### src/gpz_pkg.sv
// Shared constants for the port-zero pin control block
package gpz_pkg;

	// ==========================================================
	// Widths
	localparam int GPZ_PORT_W = 8;
	localparam int GPZ_ADR_W = 5;
	localparam int GPZ_DAT_W = 32;
	localparam int GPZ_SEL_W = 4;
	localparam int GPZ_CMP_W = 4;

	// ==========================================================
	// Register offsets (byte addresses)
	localparam logic [GPZ_ADR_W-1:0] GPZ_OFS_DATA = 5'h00;
	localparam logic [GPZ_ADR_W-1:0] GPZ_OFS_DIR = 5'h04;
	localparam logic [GPZ_ADR_W-1:0] GPZ_OFS_PULL = 5'h08;
	localparam logic [GPZ_ADR_W-1:0] GPZ_OFS_AIDR = 5'h0C;
	localparam logic [GPZ_ADR_W-1:0] GPZ_OFS_STBY = 5'h10;
	localparam logic [GPZ_ADR_W-1:0] GPZ_OFS_CMPA = 5'h14;
	localparam logic [GPZ_ADR_W-1:0] GPZ_OFS_CMPB = 5'h18;
	localparam logic [GPZ_ADR_W-1:0] GPZ_OFS_RMW = 5'h1C;
	localparam int GPZ_WORD_LSB = 2;

	// ==========================================================
	// Reset values
	localparam logic [GPZ_PORT_W-1:0] GPZ_RST_BYTE = 8'h00;
	localparam logic [GPZ_DAT_W-1:0] GPZ_RST_WORD = 32'h0000_0000;

	// ==========================================================
	// Field positions
	localparam int GPZ_SPL_BIT = 0;
	localparam int GPZ_COMPARATOR_ANALOG_ENABLE_N_BIT = 0;
	localparam int GPZ_NEGATIVE_SOURCE_SELECT_BIT = 1;
	localparam int GPZ_LANE0 = 0;

	// ==========================================================
	// Comparator pin positions
	localparam int GPZ_CMPA_P_PIN = 0;
	localparam int GPZ_CMPA_N_PIN = 1;
	localparam int GPZ_CMPB_P_PIN = 3;
	localparam int GPZ_CMPB_N_PIN = 4;

endpackage : gpz_pkg

### src/gpz_sync.sv
// Two-flop synchroniser for asynchronous pin levels
`timescale 1ns/1ps
module gpz_sync import gpz_pkg::*; #(
	parameter int W = GPZ_PORT_W
) (
	// Clock and reset
	input wire logic clk_sys,
	input wire logic nrst,
	input wire logic ce,
	// Data
	input wire logic [W-1:0] d,
	output logic [W-1:0] q
);

	logic [W-1:0] meta_ff;
	logic [W-1:0] q_ff;

	// ==========================================================
	// First stage feeds only the second stage
	always_ff @(posedge clk_sys or negedge nrst) begin
		if (!nrst) begin
			meta_ff <= '0;
			q_ff <= '0;
		end else if (ce) begin
			meta_ff <= d;
			q_ff <= meta_ff;
		end
	end

	assign q = q_ff;

endmodule : gpz_sync

### src/gpz_cmp_gate.sv
// Comparator analog input enables for the four comparator pins
`timescale 1ns/1ps
module gpz_cmp_gate import gpz_pkg::*; (
	// Comparator controls
	input wire logic [GPZ_PORT_W-1:0] comparator_a_control,
	input wire logic [GPZ_PORT_W-1:0] comparator_b_control,
	input wire logic [GPZ_PORT_W-1:0] analog_input_disable_low,
	// Enables, order: a_pos, a_neg, b_pos, b_neg
	output logic [GPZ_CMP_W-1:0] cmp_en
);

	logic comparator_analog_enable_n_a_n;
	logic comparator_analog_enable_n_b_n;

	assign comparator_analog_enable_n_a_n = comparator_a_control[GPZ_COMPARATOR_ANALOG_ENABLE_N_BIT];
	assign comparator_analog_enable_n_b_n = comparator_b_control[GPZ_COMPARATOR_ANALOG_ENABLE_N_BIT];

	// ==========================================================
	// Positive inputs ignore data and direction; negative inputs also need source select low
	always_comb begin
		cmp_en[0] = !comparator_analog_enable_n_a_n && !analog_input_disable_low[GPZ_CMPA_P_PIN]; // RULE14
		cmp_en[1] = !comparator_analog_enable_n_a_n && !comparator_a_control[GPZ_NEGATIVE_SOURCE_SELECT_BIT]
			&& !analog_input_disable_low[GPZ_CMPA_N_PIN]; // RULE15
		cmp_en[2] = !comparator_analog_enable_n_b_n && !analog_input_disable_low[GPZ_CMPB_P_PIN]; // RULE14
		cmp_en[3] = !comparator_analog_enable_n_b_n && !comparator_b_control[GPZ_NEGATIVE_SOURCE_SELECT_BIT]
			&& !analog_input_disable_low[GPZ_CMPB_N_PIN]; // RULE15
	end

endmodule : gpz_cmp_gate

### src/gpz_port.sv
// Port-zero pin control: registers, pin drive, input gating, standby
//
// Function
// RULE1: Software clears direction before peripheral input use.
// RULE2: Software sets analog disable for digital input.
// RULE3: Plain data read gives pins; RMW gives latch. Here output pins read the latch on a plain read too.
// RULE4: Reset clears all direction bits to input.
// RULE5: Reset clears analog disable, digital input off.
// RULE6: Standby with select set forces pins Hi-Z.
// RULE7: Forced standby holds pin inputs low, blocked.
// RULE8: Enabled external interrupt keeps its input open.
// RULE9: Standby with select clear holds outputs unchanged.
// RULE10: Analog use: software clears direction, disable, pull-up.
// RULE11: Pin level always reaches external interrupt circuit. Here forced standby holds it low unless that interrupt is enabled.
// RULE12: Software disables unused interrupt, clears direction.
// RULE13: Pull-up on by bit, off when driving low.
// RULE14: Positive comparator input enabled while enable bit zero. Here the pin's analog disable bit must also be clear.
// RULE15: Negative comparator input needs both bits zero. Here the pin's analog disable bit must also be clear.
// RULE16: Output pins driven from latch; writes always latch.
// RULE17: Input pin write only latches; reads per type.
// RULE18: Register bit n belongs to pin n.
//
// Decided for this implementation: the Wishbone register port and the placing of the registers.
`timescale 1ns/1ps
module gpz_port import gpz_pkg::*; #(
	parameter int PORT_W = GPZ_PORT_W
) (
	// Clock, reset, enable
	input wire logic clk_sys,
	input wire logic nrst,
	input wire logic ce,
	// Wishbone slave
	input wire logic wb_cyc_i,
	input wire logic wb_stb_i,
	input wire logic wb_we_i,
	input wire logic [GPZ_ADR_W-1:0] wb_adr_i,
	input wire logic [GPZ_SEL_W-1:0] wb_sel_i,
	input wire logic [GPZ_DAT_W-1:0] wb_dat_i,
	output logic [GPZ_DAT_W-1:0] wb_dat_o,
	output logic wb_ack_o,
	// System state and neighbours
	input wire logic standby_active,
	input wire logic [PORT_W-1:0] ext_irq_en,
	input wire logic [PORT_W-1:0] periph_out_en,
	input wire logic [PORT_W-1:0] periph_out,
	// Pins
	input wire logic [PORT_W-1:0] pin_in,
	output logic [PORT_W-1:0] pin_out,
	output logic [PORT_W-1:0] pin_oe,
	output logic [PORT_W-1:0] pull_up_on,
	// Inputs toward peripherals
	output logic [PORT_W-1:0] periph_in,
	output logic [PORT_W-1:0] ext_irq_level,
	output logic [GPZ_CMP_W-1:0] cmp_in_en
);

	// ==========================================================
	// Helpers
	function automatic logic reg_hit(input logic [GPZ_ADR_W-1:0] adr,
		input logic [GPZ_ADR_W-1:0] ofs);
		reg_hit = adr[GPZ_ADR_W-1:GPZ_WORD_LSB] == ofs[GPZ_ADR_W-1:GPZ_WORD_LSB];
	endfunction : reg_hit

	function automatic logic [GPZ_PORT_W-1:0] wr_byte(input logic [GPZ_PORT_W-1:0] old,
		input logic [GPZ_DAT_W-1:0] dat, input logic lane);
		wr_byte = lane ? dat[GPZ_PORT_W-1:0] : old;
	endfunction : wr_byte

	// ==========================================================
	// Declarations
	logic [PORT_W-1:0] port_data_latch_ff;
	logic [PORT_W-1:0] port_direction_bits_ff;
	logic [PORT_W-1:0] pull_up_enable_bits_ff;
	logic [PORT_W-1:0] analog_input_disable_low_ff;
	logic [GPZ_PORT_W-1:0] standby_control_ff;
	logic [GPZ_PORT_W-1:0] comparator_a_control_ff;
	logic [GPZ_PORT_W-1:0] comparator_b_control_ff;
	logic [PORT_W-1:0] pin_out_ff;
	logic [PORT_W-1:0] pin_oe_ff;
	logic [PORT_W-1:0] periph_in_ff;
	logic [PORT_W-1:0] ext_irq_level_ff;
	logic [GPZ_DAT_W-1:0] wb_dat_ff;
	logic wb_ack_ff;
	logic [PORT_W-1:0] pin_sync;
	logic [PORT_W-1:0] blocked;
	logic [PORT_W-1:0] drive_en;
	logic [PORT_W-1:0] drive_val;
	logic [PORT_W-1:0] pin_view;
	logic [PORT_W-1:0] nxt_pin_out;
	logic [PORT_W-1:0] nxt_pin_oe;
	logic [PORT_W-1:0] nxt_rd;
	logic standby_pin_hiz_select;
	logic hiz_active;
	logic bus_req;
	logic wr_en;
	logic lane0;

	// ==========================================================
	// Pin synchroniser
	gpz_sync #(
		.W(PORT_W)
	) u_sync (
		.clk_sys(clk_sys),
		.nrst(nrst),
		.ce(ce),
		.d(pin_in),
		.q(pin_sync)
	);

	// ==========================================================
	// Bus decode
	// A new request is taken only while ack is low, so each access acts once
	assign bus_req = wb_cyc_i && wb_stb_i && !wb_ack_ff && ce;
	assign wr_en = bus_req && wb_we_i;
	assign lane0 = wb_sel_i[GPZ_LANE0];

	// ==========================================================
	// Output latch: every write lands whatever the direction
	always_ff @(posedge clk_sys or negedge nrst) begin
		if (!nrst) begin
			port_data_latch_ff <= GPZ_RST_BYTE;
		end else if (wr_en && (reg_hit(wb_adr_i, GPZ_OFS_DATA) || reg_hit(wb_adr_i, GPZ_OFS_RMW))) begin
			port_data_latch_ff <= wr_byte(port_data_latch_ff, wb_dat_i, lane0); // RULE16 RULE17 RULE18
		end
	end

	// ==========================================================
	// Direction
	always_ff @(posedge clk_sys or negedge nrst) begin
		if (!nrst) begin
			port_direction_bits_ff <= GPZ_RST_BYTE; // RULE4
		end else if (wr_en && reg_hit(wb_adr_i, GPZ_OFS_DIR)) begin
			port_direction_bits_ff <= wr_byte(port_direction_bits_ff, wb_dat_i, lane0);
		end
	end

	// ==========================================================
	// Pull-up enables
	always_ff @(posedge clk_sys or negedge nrst) begin
		if (!nrst) begin
			pull_up_enable_bits_ff <= GPZ_RST_BYTE;
		end else if (wr_en && reg_hit(wb_adr_i, GPZ_OFS_PULL)) begin
			pull_up_enable_bits_ff <= wr_byte(pull_up_enable_bits_ff, wb_dat_i, lane0);
		end
	end

	// ==========================================================
	// Analog input disable
	always_ff @(posedge clk_sys or negedge nrst) begin
		if (!nrst) begin
			analog_input_disable_low_ff <= GPZ_RST_BYTE; // RULE5
		end else if (wr_en && reg_hit(wb_adr_i, GPZ_OFS_AIDR)) begin
			analog_input_disable_low_ff <= wr_byte(analog_input_disable_low_ff, wb_dat_i, lane0);
		end
	end

	// ==========================================================
	// Standby and comparator controls
	always_ff @(posedge clk_sys or negedge nrst) begin
		if (!nrst) begin
			standby_control_ff <= GPZ_RST_BYTE;
			comparator_a_control_ff <= GPZ_RST_BYTE;
			comparator_b_control_ff <= GPZ_RST_BYTE;
		end else if (wr_en) begin
			if (reg_hit(wb_adr_i, GPZ_OFS_STBY)) begin
				standby_control_ff <= wr_byte(standby_control_ff, wb_dat_i, lane0);
			end
			if (reg_hit(wb_adr_i, GPZ_OFS_CMPA)) begin
				comparator_a_control_ff <= wr_byte(comparator_a_control_ff, wb_dat_i, lane0);
			end
			if (reg_hit(wb_adr_i, GPZ_OFS_CMPB)) begin
				comparator_b_control_ff <= wr_byte(comparator_b_control_ff, wb_dat_i, lane0);
			end
		end
	end

	assign standby_pin_hiz_select = standby_control_ff[GPZ_SPL_BIT];
	assign hiz_active = standby_active && standby_pin_hiz_select;

	// ==========================================================
	// Input gating
	// Enabled interrupt pins stay open in standby so they can wake the device
	assign blocked = hiz_active ? ~ext_irq_en : GPZ_RST_BYTE; // RULE7 RULE8
	// Peripheral-driven pins read back the pin; plain inputs need the analog disable set
	assign pin_view = pin_sync & ~blocked & (analog_input_disable_low_ff | periph_out_en);

	always_ff @(posedge clk_sys or negedge nrst) begin
		if (!nrst) begin
			periph_in_ff <= GPZ_RST_BYTE;
			ext_irq_level_ff <= GPZ_RST_BYTE;
		end else if (ce) begin
			periph_in_ff <= pin_sync & analog_input_disable_low_ff & ~blocked; // RULE5 RULE7
			ext_irq_level_ff <= pin_sync & ~blocked; // RULE11 RULE8
		end
	end

	// ==========================================================
	// Pin drive
	assign drive_en = port_direction_bits_ff | periph_out_en;
	assign drive_val = (periph_out_en & periph_out) | (~periph_out_en & port_data_latch_ff);

	always_comb begin
		if (hiz_active) begin
			nxt_pin_oe = GPZ_RST_BYTE; // RULE6
			nxt_pin_out = pin_out_ff;
		end else if (standby_active) begin
			nxt_pin_oe = pin_oe_ff; // RULE9
			nxt_pin_out = pin_out_ff;
		end else begin
			nxt_pin_oe = drive_en; // RULE16 RULE17
			nxt_pin_out = drive_val;
		end
	end

	always_ff @(posedge clk_sys or negedge nrst) begin
		if (!nrst) begin
			pin_oe_ff <= GPZ_RST_BYTE;
			pin_out_ff <= GPZ_RST_BYTE;
		end else if (ce) begin
			pin_oe_ff <= nxt_pin_oe;
			pin_out_ff <= nxt_pin_out;
		end
	end

	// ==========================================================
	// Read path
	// Output pins give the latch; others show the synced pin, zero if blocked or if analog disable and periph_out_en are both clear
	always_comb begin
		nxt_rd = GPZ_RST_BYTE;
		if (reg_hit(wb_adr_i, GPZ_OFS_DATA)) begin
			nxt_rd = (port_direction_bits_ff & ~periph_out_en & port_data_latch_ff)
				| (~(port_direction_bits_ff & ~periph_out_en) & pin_view); // RULE3 RULE17
		end else if (reg_hit(wb_adr_i, GPZ_OFS_RMW)) begin
			nxt_rd = port_data_latch_ff; // RULE3
		end else if (reg_hit(wb_adr_i, GPZ_OFS_DIR)) begin
			nxt_rd = port_direction_bits_ff;
		end else if (reg_hit(wb_adr_i, GPZ_OFS_PULL)) begin
			nxt_rd = pull_up_enable_bits_ff;
		end else if (reg_hit(wb_adr_i, GPZ_OFS_AIDR)) begin
			nxt_rd = analog_input_disable_low_ff;
		end else if (reg_hit(wb_adr_i, GPZ_OFS_STBY)) begin
			nxt_rd = standby_control_ff;
		end else if (reg_hit(wb_adr_i, GPZ_OFS_CMPA)) begin
			nxt_rd = comparator_a_control_ff;
		end else if (reg_hit(wb_adr_i, GPZ_OFS_CMPB)) begin
			nxt_rd = comparator_b_control_ff;
		end
	end

	// ==========================================================
	// Bus answer: one wait state, data bits above the port width read as zero
	always_ff @(posedge clk_sys or negedge nrst) begin
		if (!nrst) begin
			wb_ack_ff <= 1'b0;
			wb_dat_ff <= GPZ_RST_WORD;
		end else if (ce) begin
			wb_ack_ff <= bus_req;
			if (bus_req && !wb_we_i) begin
				wb_dat_ff <= {{(GPZ_DAT_W-GPZ_PORT_W){1'b0}}, nxt_rd};
			end
		end
	end

	// ==========================================================
	// Comparator enables
	gpz_cmp_gate u_cmp (
		.comparator_a_control(comparator_a_control_ff),
		.comparator_b_control(comparator_b_control_ff),
		.analog_input_disable_low(analog_input_disable_low_ff),
		.cmp_en(cmp_in_en)
	);

	// ==========================================================
	// Outputs
	assign pin_out = pin_out_ff;
	assign pin_oe = pin_oe_ff;
	// Pull-up is cut while the pin drives low, even if enabled
	assign pull_up_on = pull_up_enable_bits_ff & ~(pin_oe_ff & ~pin_out_ff); // RULE13
	assign periph_in = periph_in_ff;
	assign ext_irq_level = ext_irq_level_ff;
	assign wb_dat_o = wb_dat_ff;
	assign wb_ack_o = wb_ack_ff;
endmodule : gpz_port

### config.mk
export PLATFORM = sky130hd
export DESIGN_NAME = gpz_port
export DESIGN_NICKNAME = d
export VERILOG_FILES = /design/src/gpz_pkg.sv /design/src/gpz_sync.sv /design/src/gpz_cmp_gate.sv /design/src/gpz_port.sv
export SDC_FILE = /design/constraint.sdc
export NUM_CORES = 1
export LEC_CHECK = 0
export BUFFER_PORTS_ARGS = -buffer_cell sky130_fd_sc_hd__buf_2
export CAP_MARGIN = 20
export CORE_MARGIN = 10
export CORE_UTILIZATION = 51
export DETAILED_ROUTE_END_ITERATION = 8
export GPL_ROUTABILITY_DRIVEN = 0
export PLACE_DENSITY = 0.78
export SLEW_MARGIN = 20
export SYNTH_ARGS = -nofsm -noshare
export SYNTH_HDL_FRONTEND = slang
export SYNTH_SLANG_ARGS = --single-unit
### constraint.sdc
create_clock -name clk_sys -period 5.55 [get_ports clk_sys]
set_input_delay 1.11 -clock clk_sys [delete_from_list [all_inputs] [get_ports clk_sys]]
set_output_delay 1.11 -clock clk_sys [all_outputs]
set_load 0.02 [all_outputs]
**Yosys cells after proc, flatten, opt, wreduce, memory -nomap -nowiden**

Cells that the tools add are included.

- Bits in registers: 113
- Bits of input ports: 80
- Output and inout bits: 77
- Logic and storage cells: 95

- Equality and inequality tests: 8
- Muxes and demuxes: 11
- Bitwise gates (word level): 23
- Reductions and logical operators: 38

Operators by type and width:

| kind | count |
|---|---|
| bitwise AND 8 bit | 11 |
| 2-to-1 mux 8 bit | 11 |
| NOT 8 bit | 6 |
| bitwise OR 8 bit | 4 |
| logical AND 1 bit | 16 |
| equality test 3 bit (second input constant) | 4 |
| AND reduction 2 bit | 6 |
| AND reduction 3 bit | 4 |
| zero test 1 bit | 10 |
| equality test 3 x 2 -> 1 bit (second input constant) | 2 |
| equality test 3 x 1 -> 1 bit (second input constant) | 1 |
| zero test 3 bit | 1 |
| inequality test 2 x 1 -> 1 bit (second input constant) | 1 |
| NOT 1 bit | 2 |
| logical OR 1 bit | 1 |

**Logic depth before layout (Yosys ltp)**

Gate-level depths: netlist of the first run.

- Depth after elaboration: 9
- Mapped depth: 7
- Depth with buffers taken out: 4

**Modules after synthesis**

From an unflattened synthesis of the first run, not the netlist that was laid out.

- Cells, all modules: 483
- Area total of the unflattened synthesis: 5,600.4 um2

Modules (own cells, without submodules):

| module | times used | cells each | area each (um2) | sequential area each (um2) |
|---|---|---|---|---|
| gpz_port | 1 | 445 | 4,923.5 | 2,427.3 |
| gpz_sync | 1 | 34 | 649.4 | 400.4 |
| gpz_cmp_gate | 1 | 4 | 27.5 | 0.0 |

**Worst setup path after synthesis of the first run**

No wires, ideal clock.

- Kind: in2reg
- Start: input ce
- End: register comparator_b_control_ff[0]
- Library setup time: 0.125 ns
- Arrival: 2.459 ns
- Required time: 5.425 ns
- Slack: 2.966 ns
- Stages: 6
- Path buffers: 2
- Cells stage by stage: buf_4 > nand4b_4 > or2_1 > buf_6 > nor4_4 > mux2_2

- Longest elaborated chain between the ends: 3

Ends and longest elaborated chain:

| item | line | source |
|---|---|---|
| start: declaration | gpz_port.sv:31 | `input wire logic ce,` |
| logical AND 1 bit | gpz_port.sv:113 | `assign bus_req = wb_cyc_i && wb_stb_i && !wb_ack_ff && ce;` |
| logical AND 1 bit | gpz_port.sv:114 | `assign wr_en = bus_req && wb_we_i;` |
| AND reduction 3 bit (no source line) | n/a |  |
| end signal: assignment | gpz_port.sv:172 | `comparator_b_control_ff <= wr_byte(comparator_b_control_ff, wb_dat_i, lane0);` |
| end: declaration | gpz_port.sv:77 | `logic [GPZ_PORT_W-1:0] comparator_b_control_ff;` |

Every way passes these cells.
A chain may end at the register's enable or synchronous reset.

**Worst setup path after layout of the first run**

- Start: input wb_adr_i[4]
- End: register standby_control_ff[2]

- Longest elaborated chain between the ends: 2

Ends and longest elaborated chain:

| item | line | source |
|---|---|---|
| start: declaration | gpz_port.sv:36 | `input wire logic [GPZ_ADR_W-1:0] wb_adr_i,` |
| equality test 3 bit | gpz_port.sv:61 | `reg_hit = adr[GPZ_ADR_W-1:GPZ_WORD_LSB] == ofs[GPZ_ADR_W-1:GPZ_WORD_LSB];` |
| AND reduction 3 bit (no source line) | n/a |  |
| end signal: assignment | gpz_port.sv:166 | `standby_control_ff <= wr_byte(standby_control_ff, wb_dat_i, lane0);` |
| end: declaration | gpz_port.sv:75 | `logic [GPZ_PORT_W-1:0] standby_control_ff;` |

Every way passes these cells.

==> results of run 1 <==
## through the flow
step	hold WS (ns)	setup slack, ns	instance area, um2	std cells
floorplan	0.473	2.97	5650	523
global placement	0.476	2.10	6070	720
detailed placement	0.475	2.02	6070	720
CTS	0.486	2.56	6600	752
global route	0.513	2.42	6610	753
finish	0.483	2.51	6620	755
## power groups by stage
stage	Combinational (W)	Sequential, W	Clock [W]
final	0.000391	0.000984	0.000968
after global routing	0.000426	0.000996	0.00101
after CTS	0.000394	0.000983	0.000974
after detailed placement	0.000392	0.000996	0
after global placement	0.000380	0.000990	0
after floorplan	0.000205	0.00104	0
## worst max-delay path, cell delays in order
cell and delay, ns:
buf_2 0.59, clkinv_1 0.51, nor4_4 0.78, mux2_2 0.41
## worst max path at each step
stage,end,slack (ns),cells after the start
after floorplan,comparator_b_control_ff[0],2.97,6
after global placement,standby_control_ff[3],2.10,6
after detailed placement,standby_control_ff[3],2.02,6
after CTS,standby_control_ff[2],2.56,6
after global routing,standby_control_ff[2],2.42,4
final,standby_control_ff[2],2.51,4
## placed cells by master (no fill, tap or decap), types with 4 or more instances in the layout
cell type and n:
dfrtp_1 113, buf_2 102, mux2_2 73, inv_1 44, a21oi_1 29, conb_1 24, o21ai_0 23, nand2_1 21
nor2_1 20, a211oi_1 18, clkbuf_16 16, o22ai_1 12, nand2b_1 10, a21boi_0 9, nor2b_1 9, mux2i_1 8
a311oi_1 6, a221oi_1 6, o22a_1 6, clkinv_2 6, o211a_1 5, nor3_4 4, clkinvlp_4 4, buf_4 4
## logic make-up (layout without fill, tap and decap cells)
family,count (synthesis),count (layout),share of synthesized area (%)
and+or+nand+nor,82,82,9.01
DFF,113,113,50.8
AOI/OAI and AO/OA,130,130,15.7
muxes,81,81,16.2
other,1,26,0.0674
buffers and inverters,93,183,8.20
## per-layer routing
layer  vias up  global-route usage (%)  routed length [um]
li1       1948                       -                   -
met3        30                    6.26                1030
met4         0                    9.12                 487
met2       158                    32.5                7630
met1      2103                    21.0                5830
met5         -                       0                   0
## layout make-up
class	instances	area share, %
flip-flops and latches	113	42.7
multi-input cells	317	35.8
repair buffers	106	8.17
clock buffers	21	6.64
well taps	140	2.65
inverters	45	2.55
clock inverters	11	1.36
diodes	2	0.0756
==> key figures, run 1 <==
Worst setup path
  • Crit Path Class: in -> reg
  • CP startpoint: wb_adr_i[4]
  • Worst Path Arrival: 3.43 ns
  • Worst setup SP type: input port
  • Critical path peak fanout: 38
  • R2r startpoint: wb_ack_o
  • CP Capture Type: register
  • WP data required: 5.94 ns
  • Worst R2R End: standby_control_ff[2]
  • Path depth of the worst reg2reg path: 4
  • R2R Setup Slk: 3.25 ns

Floorplan
  • Die area: 0.0155 mm2
  • Starting density of the core: 51.8%
  • I/O pins: 157
  • Die Wd: 124 um
  • Die Y: 124 um
  • Core region area: 0.0107 mm2
  • Rows: 38

Timing
  • Fin. max-slew vios: 0
  • Slew Limit Headroom: 29.4%
  • Tightest Pin Transition: 1.05 ns
  • Final setup vio count: 0
  • Clock skew: 0.00807 ns
  • Final hold viol count: 0
  • Period utilization: 54.7%
  • Fmax: 0.329 GHz
  • Setup TNS: 0 ns
  • Unrepaired setup endpoints after global routing: false
  • Final min period: 3.04 ns

Routing
  • Residual DRC: 0
  • Routed via count: 4,239
  • Drt via density: 5.61
  • Routed wire length: 15,000 um
  • Final ANT Viol Nets: 0
  • Starting DRC count in detailed routing: 357
  • Drt pass-1 iters: 4
  • Routed len/inst: 19.8 um

Min path
  • Hold Path Class: reg -> reg
  • Worst hold path startpoint: wb_dat_o[3]
  • Endpoint of the worst hold path: wb_dat_o[3]
  • Hold path depth: 2

CTS
  • Htree depth: 4
  • CTS Hold Buffers Added: 0
  • TritonCTS clock tree: built
  • Clk buf depth: 2
  • Root Buffer: clkbuf_8
  • Clock sink count: 113
  • Post_cts resized: 0
  • Setup bufs post-CTS: 0
  • Clk slew on worst S/H paths: 0.06 ns
  • Clk Latency, worst-skew pair: 0.52 ns
  • CTS buffer count: 17

Final layout
  • Fraction of layout instances using a drive strength above 1: 35.7%
  • Area of the multi-input gates: 0.00237 mm2
  • Filler instances: 856
  • Area delta synth->final: 18.8%
  • Area taken by flip-flops and latches: 0.00283 mm2
  • Final-stage net count: 680
  • Utilization after layout: 61.6%

Yosys
  • Synth top area cells: dfrtp_1 (51%), mux2_2 (15%), buf_4 (3.5%)
  • Count of cell types in the netlist: 50
  • Post-synthesis sequential area ratio: 50.8%
  • FF+latch count, synth: 113
  • Cell taking the most area after synthesis: dfrtp_1
  • Most numerous cell in the Yosys netlist: dfrtp_1
  • EDFF count, synth: 0
  • Yosys top cell area share: 50.8%
  • Post-synth top cells: dfrtp_1 (113), mux2_2 (73), inv_1 (44)
  • Ys Warns: 0
  • Post-synth top flop: dfrtp_1
  • Post-Synthesis Cells: 500
  • Syn avg cell area: 11.1 um2
  • Async set-reset flop share out of synthesis: 100%
  • Area of the mapped netlist: 0.00557 mm2

Power
  • Worst ir drop on vdd: 0.000172 V
  • Net Sw Frac: 29.0%
  • P per Cell Area: 354 mW/mm2
  • Final Power: 0.00234 W
  • Seq pwr share: 42.0%
  • P_sw: 0.000680 W
  • Int Pwr: 0.00166 W
  • Combinational Power Share: 16.7%
  • Clock power frac: 41.3%
  • P_leak: 3.18 nW

Flow run
  • Max-cap viol count: 0

Status
  • Run status: completed

Place
  • DP Wirelength: 10,600 um
  • Port buffer count: 103

Global route
  • Number of global-route vias before repair: 4,490
  • Initial antenna violation count: 2
  • Total Routing Usage GR: 19.1%
  • Grt total ovfl: 0
  • Largest net degree at the start of global routing: 67
  • First-pass GRT wire length: 24,000 um
Power figures use the tool's default switching activity.
==> run 2: changes to the inputs <==
==> constraint.sdc (replaced) <==
create_clock -name clk_sys -period 3.1 [get_ports clk_sys]
set_input_delay 0.62 -clock clk_sys [delete_from_list [all_inputs] [get_ports clk_sys]]
set_output_delay 0.62 -clock clk_sys [all_outputs]
set_load 0.02 [all_outputs]
==> run 2 against run 1 <==
Global-route usage is 0.66 points higher. Critical path type is now reg -> reg. Flip-flop and latch count stayed put. Total power is 86% higher. Largest cell class unchanged. Critical endpoint is now pull_up_enable_bits_ff[0]. First-iteration DRC count is 34% higher. Utilization is 1.2 points higher. Via count is 1.8% higher. Largest power group is now clock. Highest routed layer unchanged.
==> key figures, run 2 (synthesis results as in run 1) <==
CTS
  • Clk buf depth: 2
  • Clk Latency, worst-skew pair: 0.53 ns
  • Setup bufs post-CTS: 0
  • Root Buffer: clkbuf_8
  • CTS Hold Buffers Added: 0
  • Htree depth: 4
  • CTS buffer count: 17
  • TritonCTS clock tree: built
  • Post_cts resized: 0
  • Clk slew on worst S/H paths: 0.05 ns
  • Clock sink count: 113

Floorplan
  • Die Y: 124 um
  • Die Wd: 124 um
  • I/O pins: 157
  • Core region area: 0.0107 mm2
  • Die area: 0.0155 mm2
  • Starting density of the core: 51.8%
  • Rows: 38

Final layout
  • Commonest non-fill, non-tap cell in the layout: dfrtp_1
  • Fraction of layout instances using a drive strength above 1: 36.6%
  • Utilization after layout: 62.8%
  • Final-stage net count: 691
  • Antenna cells: 0
  • Most frequent cells in the layout: dfrtp_1 (113), buf_2 (102), mux2_2 (73)
  • Filler instances: 851
  • Area delta synth->final: 21.2%

Timing
  • Fin. max-slew vios: 0
  • Slew Limit Headroom: 42.0%
  • Period utilization: 71.4%
  • Clock skew: 0.00413 ns
  • Unrepaired setup endpoints after global routing: false
  • Fmax: 0.452 GHz
  • Final hold viol count: 0
  • Setup TNS: 0 ns
  • Hold slack: 0.118 ns
  • Final setup vio count: 0
  • Final min period: 2.21 ns
  • Tightest Pin Transition: 0.864 ns

Global route
  • Largest net degree at the start of global routing: 51
  • First-pass GRT wire length: 24,600 um
  • Grt total ovfl: 0
  • Number of global-route vias before repair: 4,487
  • Initial antenna violation count: 0
  • Total Routing Usage GR: 19.8%

Routing
  • Starting DRC count in detailed routing: 477
  • Drt pass-1 iters: 5
  • Residual DRC: 0
  • Routed via count: 4,314
  • Routed len/inst: 20.1 um
  • Final ANT Viol Nets: 0
  • Drt via density: 5.65
  • Routed wire length: 15,400 um

Worst setup path
  • Crit Path Class: reg -> reg
  • Worst R2R End: pull_up_enable_bits_ff[0]
  • CP Capture Type: register
  • R2r startpoint: wb_ack_o
  • R2R Setup Slk: 0.89 ns
  • Path depth of the worst reg2reg path: 4
  • Critical path peak fanout: 8
  • CP startpoint: wb_ack_o
  • Worst Path Arrival: 2.63 ns
  • WP data required: 3.51 ns
  • Critical Path Sink: pull_up_enable_bits_ff[0]
  • Worst setup SP type: register

Power
  • P_leak: 3.27 nW
  • Final Power: 0.00435 W
  • Net Sw Frac: 27.5%
  • Seq pwr share: 40.5%
  • Combinational Power Share: 16.4%
  • Int Pwr: 0.00316 W
  • P per Cell Area: 645 mW/mm2
  • Clock power frac: 43.1%
  • P_sw: 0.00120 W
  • Worst ir drop on vdd: 0.000380 V

Place
  • Port buffer count: 103
  • DP Wirelength: 10,800 um

Flow run
  • Max-cap viol count: 0

Min path
  • Hold Path Class: in -> async

Status
  • Run status: completed
-- run 2: through the flow --
step | std cells | setup slack (ns) | cell area, um2
finish | 763 | 0.886 | 6750
global route | 763 | 0.771 | 6750
CTS | 763 | 0.868 | 6750
detailed placement | 732 | 0.609 | 6180
global placement | 732 | 0.639 | 6180
floorplan | 523 | 1.01 | 5650
-- run 2: worst min path at each step --
stage                                     endpoint  slack, ns
floorplan           analog_input_disable_low_ff[0]       0.32
CTS                          standby_control_ff[4]       0.13
global placement                         pin_oe[4]       0.48
global route             port_direction_bits_ff[3]       0.16
finish                   port_direction_bits_ff[3]       0.12
detailed placement                     u_sync.q[7]       0.49
-- run 2: metal layers --
layer  track usage [%]  share of wire (%)
met1              22.6                 38
met2              32.3                 51
met3              7.23                7.6
met4              8.84                3.4
met5                 0                  0
-- run 2: cell type report --
class,instances,area (um2),area share [%]
well taps,140,175,2.59
clock inverters,5,75.1,1.11
inverters,45,169,2.50
repair buffers,117,636,9.42
clock buffers,26,498,7.38
multi-input cells,317,2370,35.1
flip-flops and latches,113,2830,41.9
-- run 2: worst max-delay path, stage by stage, from the launching register on --
cell      delay [ns]
dfrtp_1         0.39
nand4b_4        0.21
or2_1           0.49
nor3_4          0.60
mux2_2          0.40
-- run 2: power groups by stage --
stage          registers [W]  clock network [W]  logic [W]
6_report             0.00176            0.00188   0.000714
5_1_grt              0.00178            0.00195   0.000778
4_1_cts              0.00176            0.00190   0.000719
3_5_place_dp         0.00178                  0   0.000711
3_3_place_gp         0.00177                  0   0.000693
2_1_floorplan        0.00185                  0   0.000366
==> run 3: changes to the inputs <==
==> constraint.sdc (replaced) <==
create_clock -name clk_sys -period 2.26 [get_ports clk_sys]
set_input_delay 0.452 -clock clk_sys [delete_from_list [all_inputs] [get_ports clk_sys]]
set_output_delay 0.452 -clock clk_sys [all_outputs]
set_load 0.02 [all_outputs]
==> run 3 against run 2 <==
Via count increased by 4.7%. Worst hold slack improved by 0.052 ns. Sequential power increased by 38%. Clock-buffer cell count is 5 lower. Setup slack lost 0.69 ns. Critical path depth is 1 higher. Largest cell class unchanged.
==> key figures, run 3 (synthesis results as in run 1) <==
Final layout
  • Final-stage net count: 711
  • Filler instances: 813
  • Final cell count without fillers: 785
  • Area delta synth->final: 25.3%
  • Most frequent cells in the layout: dfrtp_1 (113), buf_2 (102), mux2_2 (73)
  • Commonest non-fill, non-tap cell in the layout: dfrtp_1
  • Fin area: 0.00697 mm2
  • Utilization after layout: 64.9%
  • Fraction of layout instances using a drive strength above 1: 39.0%

Timing
  • Fmax: 0.484 GHz
  • Final hold viol count: 0
  • Clock skew: 0.00792 ns
  • Hold slack: 0.170 ns
  • Period utilization: 91.4%
  • Fin. max-slew vios: 0
  • Slew Limit Headroom: 38.4%
  • Unrepaired setup endpoints after global routing: false
  • Final min period: 2.06 ns
  • Tightest Pin Transition: 0.918 ns
  • Final setup vio count: 0
  • Setup TNS: 0 ns

Routing
  • DR top layer: met4
  • WL met2: 8260 um
  • Drt pass-1 iters: 5
  • Routed wire length: 16,200 um
  • Starting DRC count in detailed routing: 465
  • Metal-1 WL: 6190 um
  • Routed len/inst: 20.6 um
  • Residual DRC: 0
  • Drt via density: 5.76
  • Routed via count: 4,518
  • Final ANT Viol Nets: 0
  • Metal3 WL: 1230 um

CTS
  • Clk buf depth: 2
  • Setup bufs post-CTS: 0
  • Root Buffer: clkbuf_8
  • CTS buffer count: 17
  • Clock sink count: 113
  • Clk Latency, worst-skew pair: 0.51 ns
  • TritonCTS clock tree: built
  • Htree depth: 4
  • Clk slew on worst S/H paths: 0.06 ns

Worst setup path
  • Critical Path, Cell by Cell: nand4b_4 -> or2_1 -> nor3_4 -> buf_4 -> mux2_2
  • Critical path peak fanout: 7
  • WP data required: 2.66 ns
  • Slowest stage delay, CP: 0.50 ns
  • Crit Path Class: reg -> reg
  • Worst Path Arrival: 2.46 ns
  • Worst setup SP type: register
  • Slowest cell on the critical path: or2_1
  • CP Capture Type: register

Power
  • Worst ir drop on vdd: 0.000474 V
  • P_leak: 3.40 nW
  • P per Cell Area: 906 mW/mm2

Global route
  • Total Routing Usage GR: 20.9%
  • Initial antenna violation count: 1
  • Grt total ovfl: 0
  • First-pass GRT wire length: 26,000 um
  • Number of global-route vias before repair: 4,757
  • Largest net degree at the start of global routing: 54

Place
  • Port buffer count: 103
  • DP Wirelength: 11,500 um
  • Placed Area: 0.00632 mm2
  • Placed insts: 751

Min path
  • Hold Path Class: in -> reg

Floorplan
  • I/O pins: 157
  • Die area: 0.0155 mm2
  • Die Y: 124 um
  • Core region area: 0.0107 mm2
  • Rows: 38
  • Die Wd: 124 um
  • Starting density of the core: 51.8%

Flow run
  • Max-cap viol count: 0

Status
  • Run status: completed
==> run 3: power breakdown <==
part	switching, W	internal [W]
registers	0.000171	0.00226
clock network	0.000910	0.00198
logic	0.000619	0.000386
total	0.00170	0.00462
==> run 3: path summary, 6_finish.rpt <==
kind	from	endpoint	slack [ns]	cells after the start
min reg2reg	wb_dat_o[3]	wb_dat_o[3]	0.49	2
min	pin_in[4]	u_sync.meta_ff[4]	0.17	2
max in group asynchronous	nrst	u_sync.q[0]	1.34	3
max reg2reg	wb_ack_o	port_direction_bits_ff[0]	0.20	5
min in group asynchronous	nrst	standby_control_ff[3]	0.30	2
max	wb_ack_o	port_direction_bits_ff[0]	0.20	5
==> run 3: area by class of cell <==
class	instances	area [um2]	share of cell area, %
diodes	1	2.50	0.0359
clock buffers	21	459	6.58
clock inverters	11	183	2.62
inverters	45	169	2.42
multi-input cells	317	2370	34.0
flip-flops and latches	113	2830	40.5
well taps	140	175	2.51
repair buffers	137	788	11.3
==> run 3: metal layers <==
| layer | track usage (%) | vias to the layer above |
|---|---|---|
| li1 | - | 2010 |
| met2 | 34.8 | 227 |
| met3 | 6.77 | 34 |
| met4 | 10.6 | 0 |
| met1 | 23.4 | 2247 |
| met5 | 0 | - |
==> run 3: critical path: cells and delay by family (launching register included) <==
family / cells / cell delay (ns)
buffers and inverters: 1 / 0.20
muxes: 1 / 0.34
DFF: 1 / 0.40
and+or+nand+nor: 3 / 1.00
==> run 3: timing repair <==
item                                   4_1_cts  5_1_grt
gates resized for setup                      0        0
endpoints found under the hold margin        8        0
hold buffers                                 1        0
==> run 3: through the flow <==
step | setup WS (ns) | power (W)
after floorplan | 0.334 | 0.00305
after global placement | 0.0693 | 0.00340
after detailed placement | 0.0264 | 0.00345
after CTS | 0.181 | 0.00635
after global routing | 0.0945 | 0.00657
final | 0.195 | 0.00632
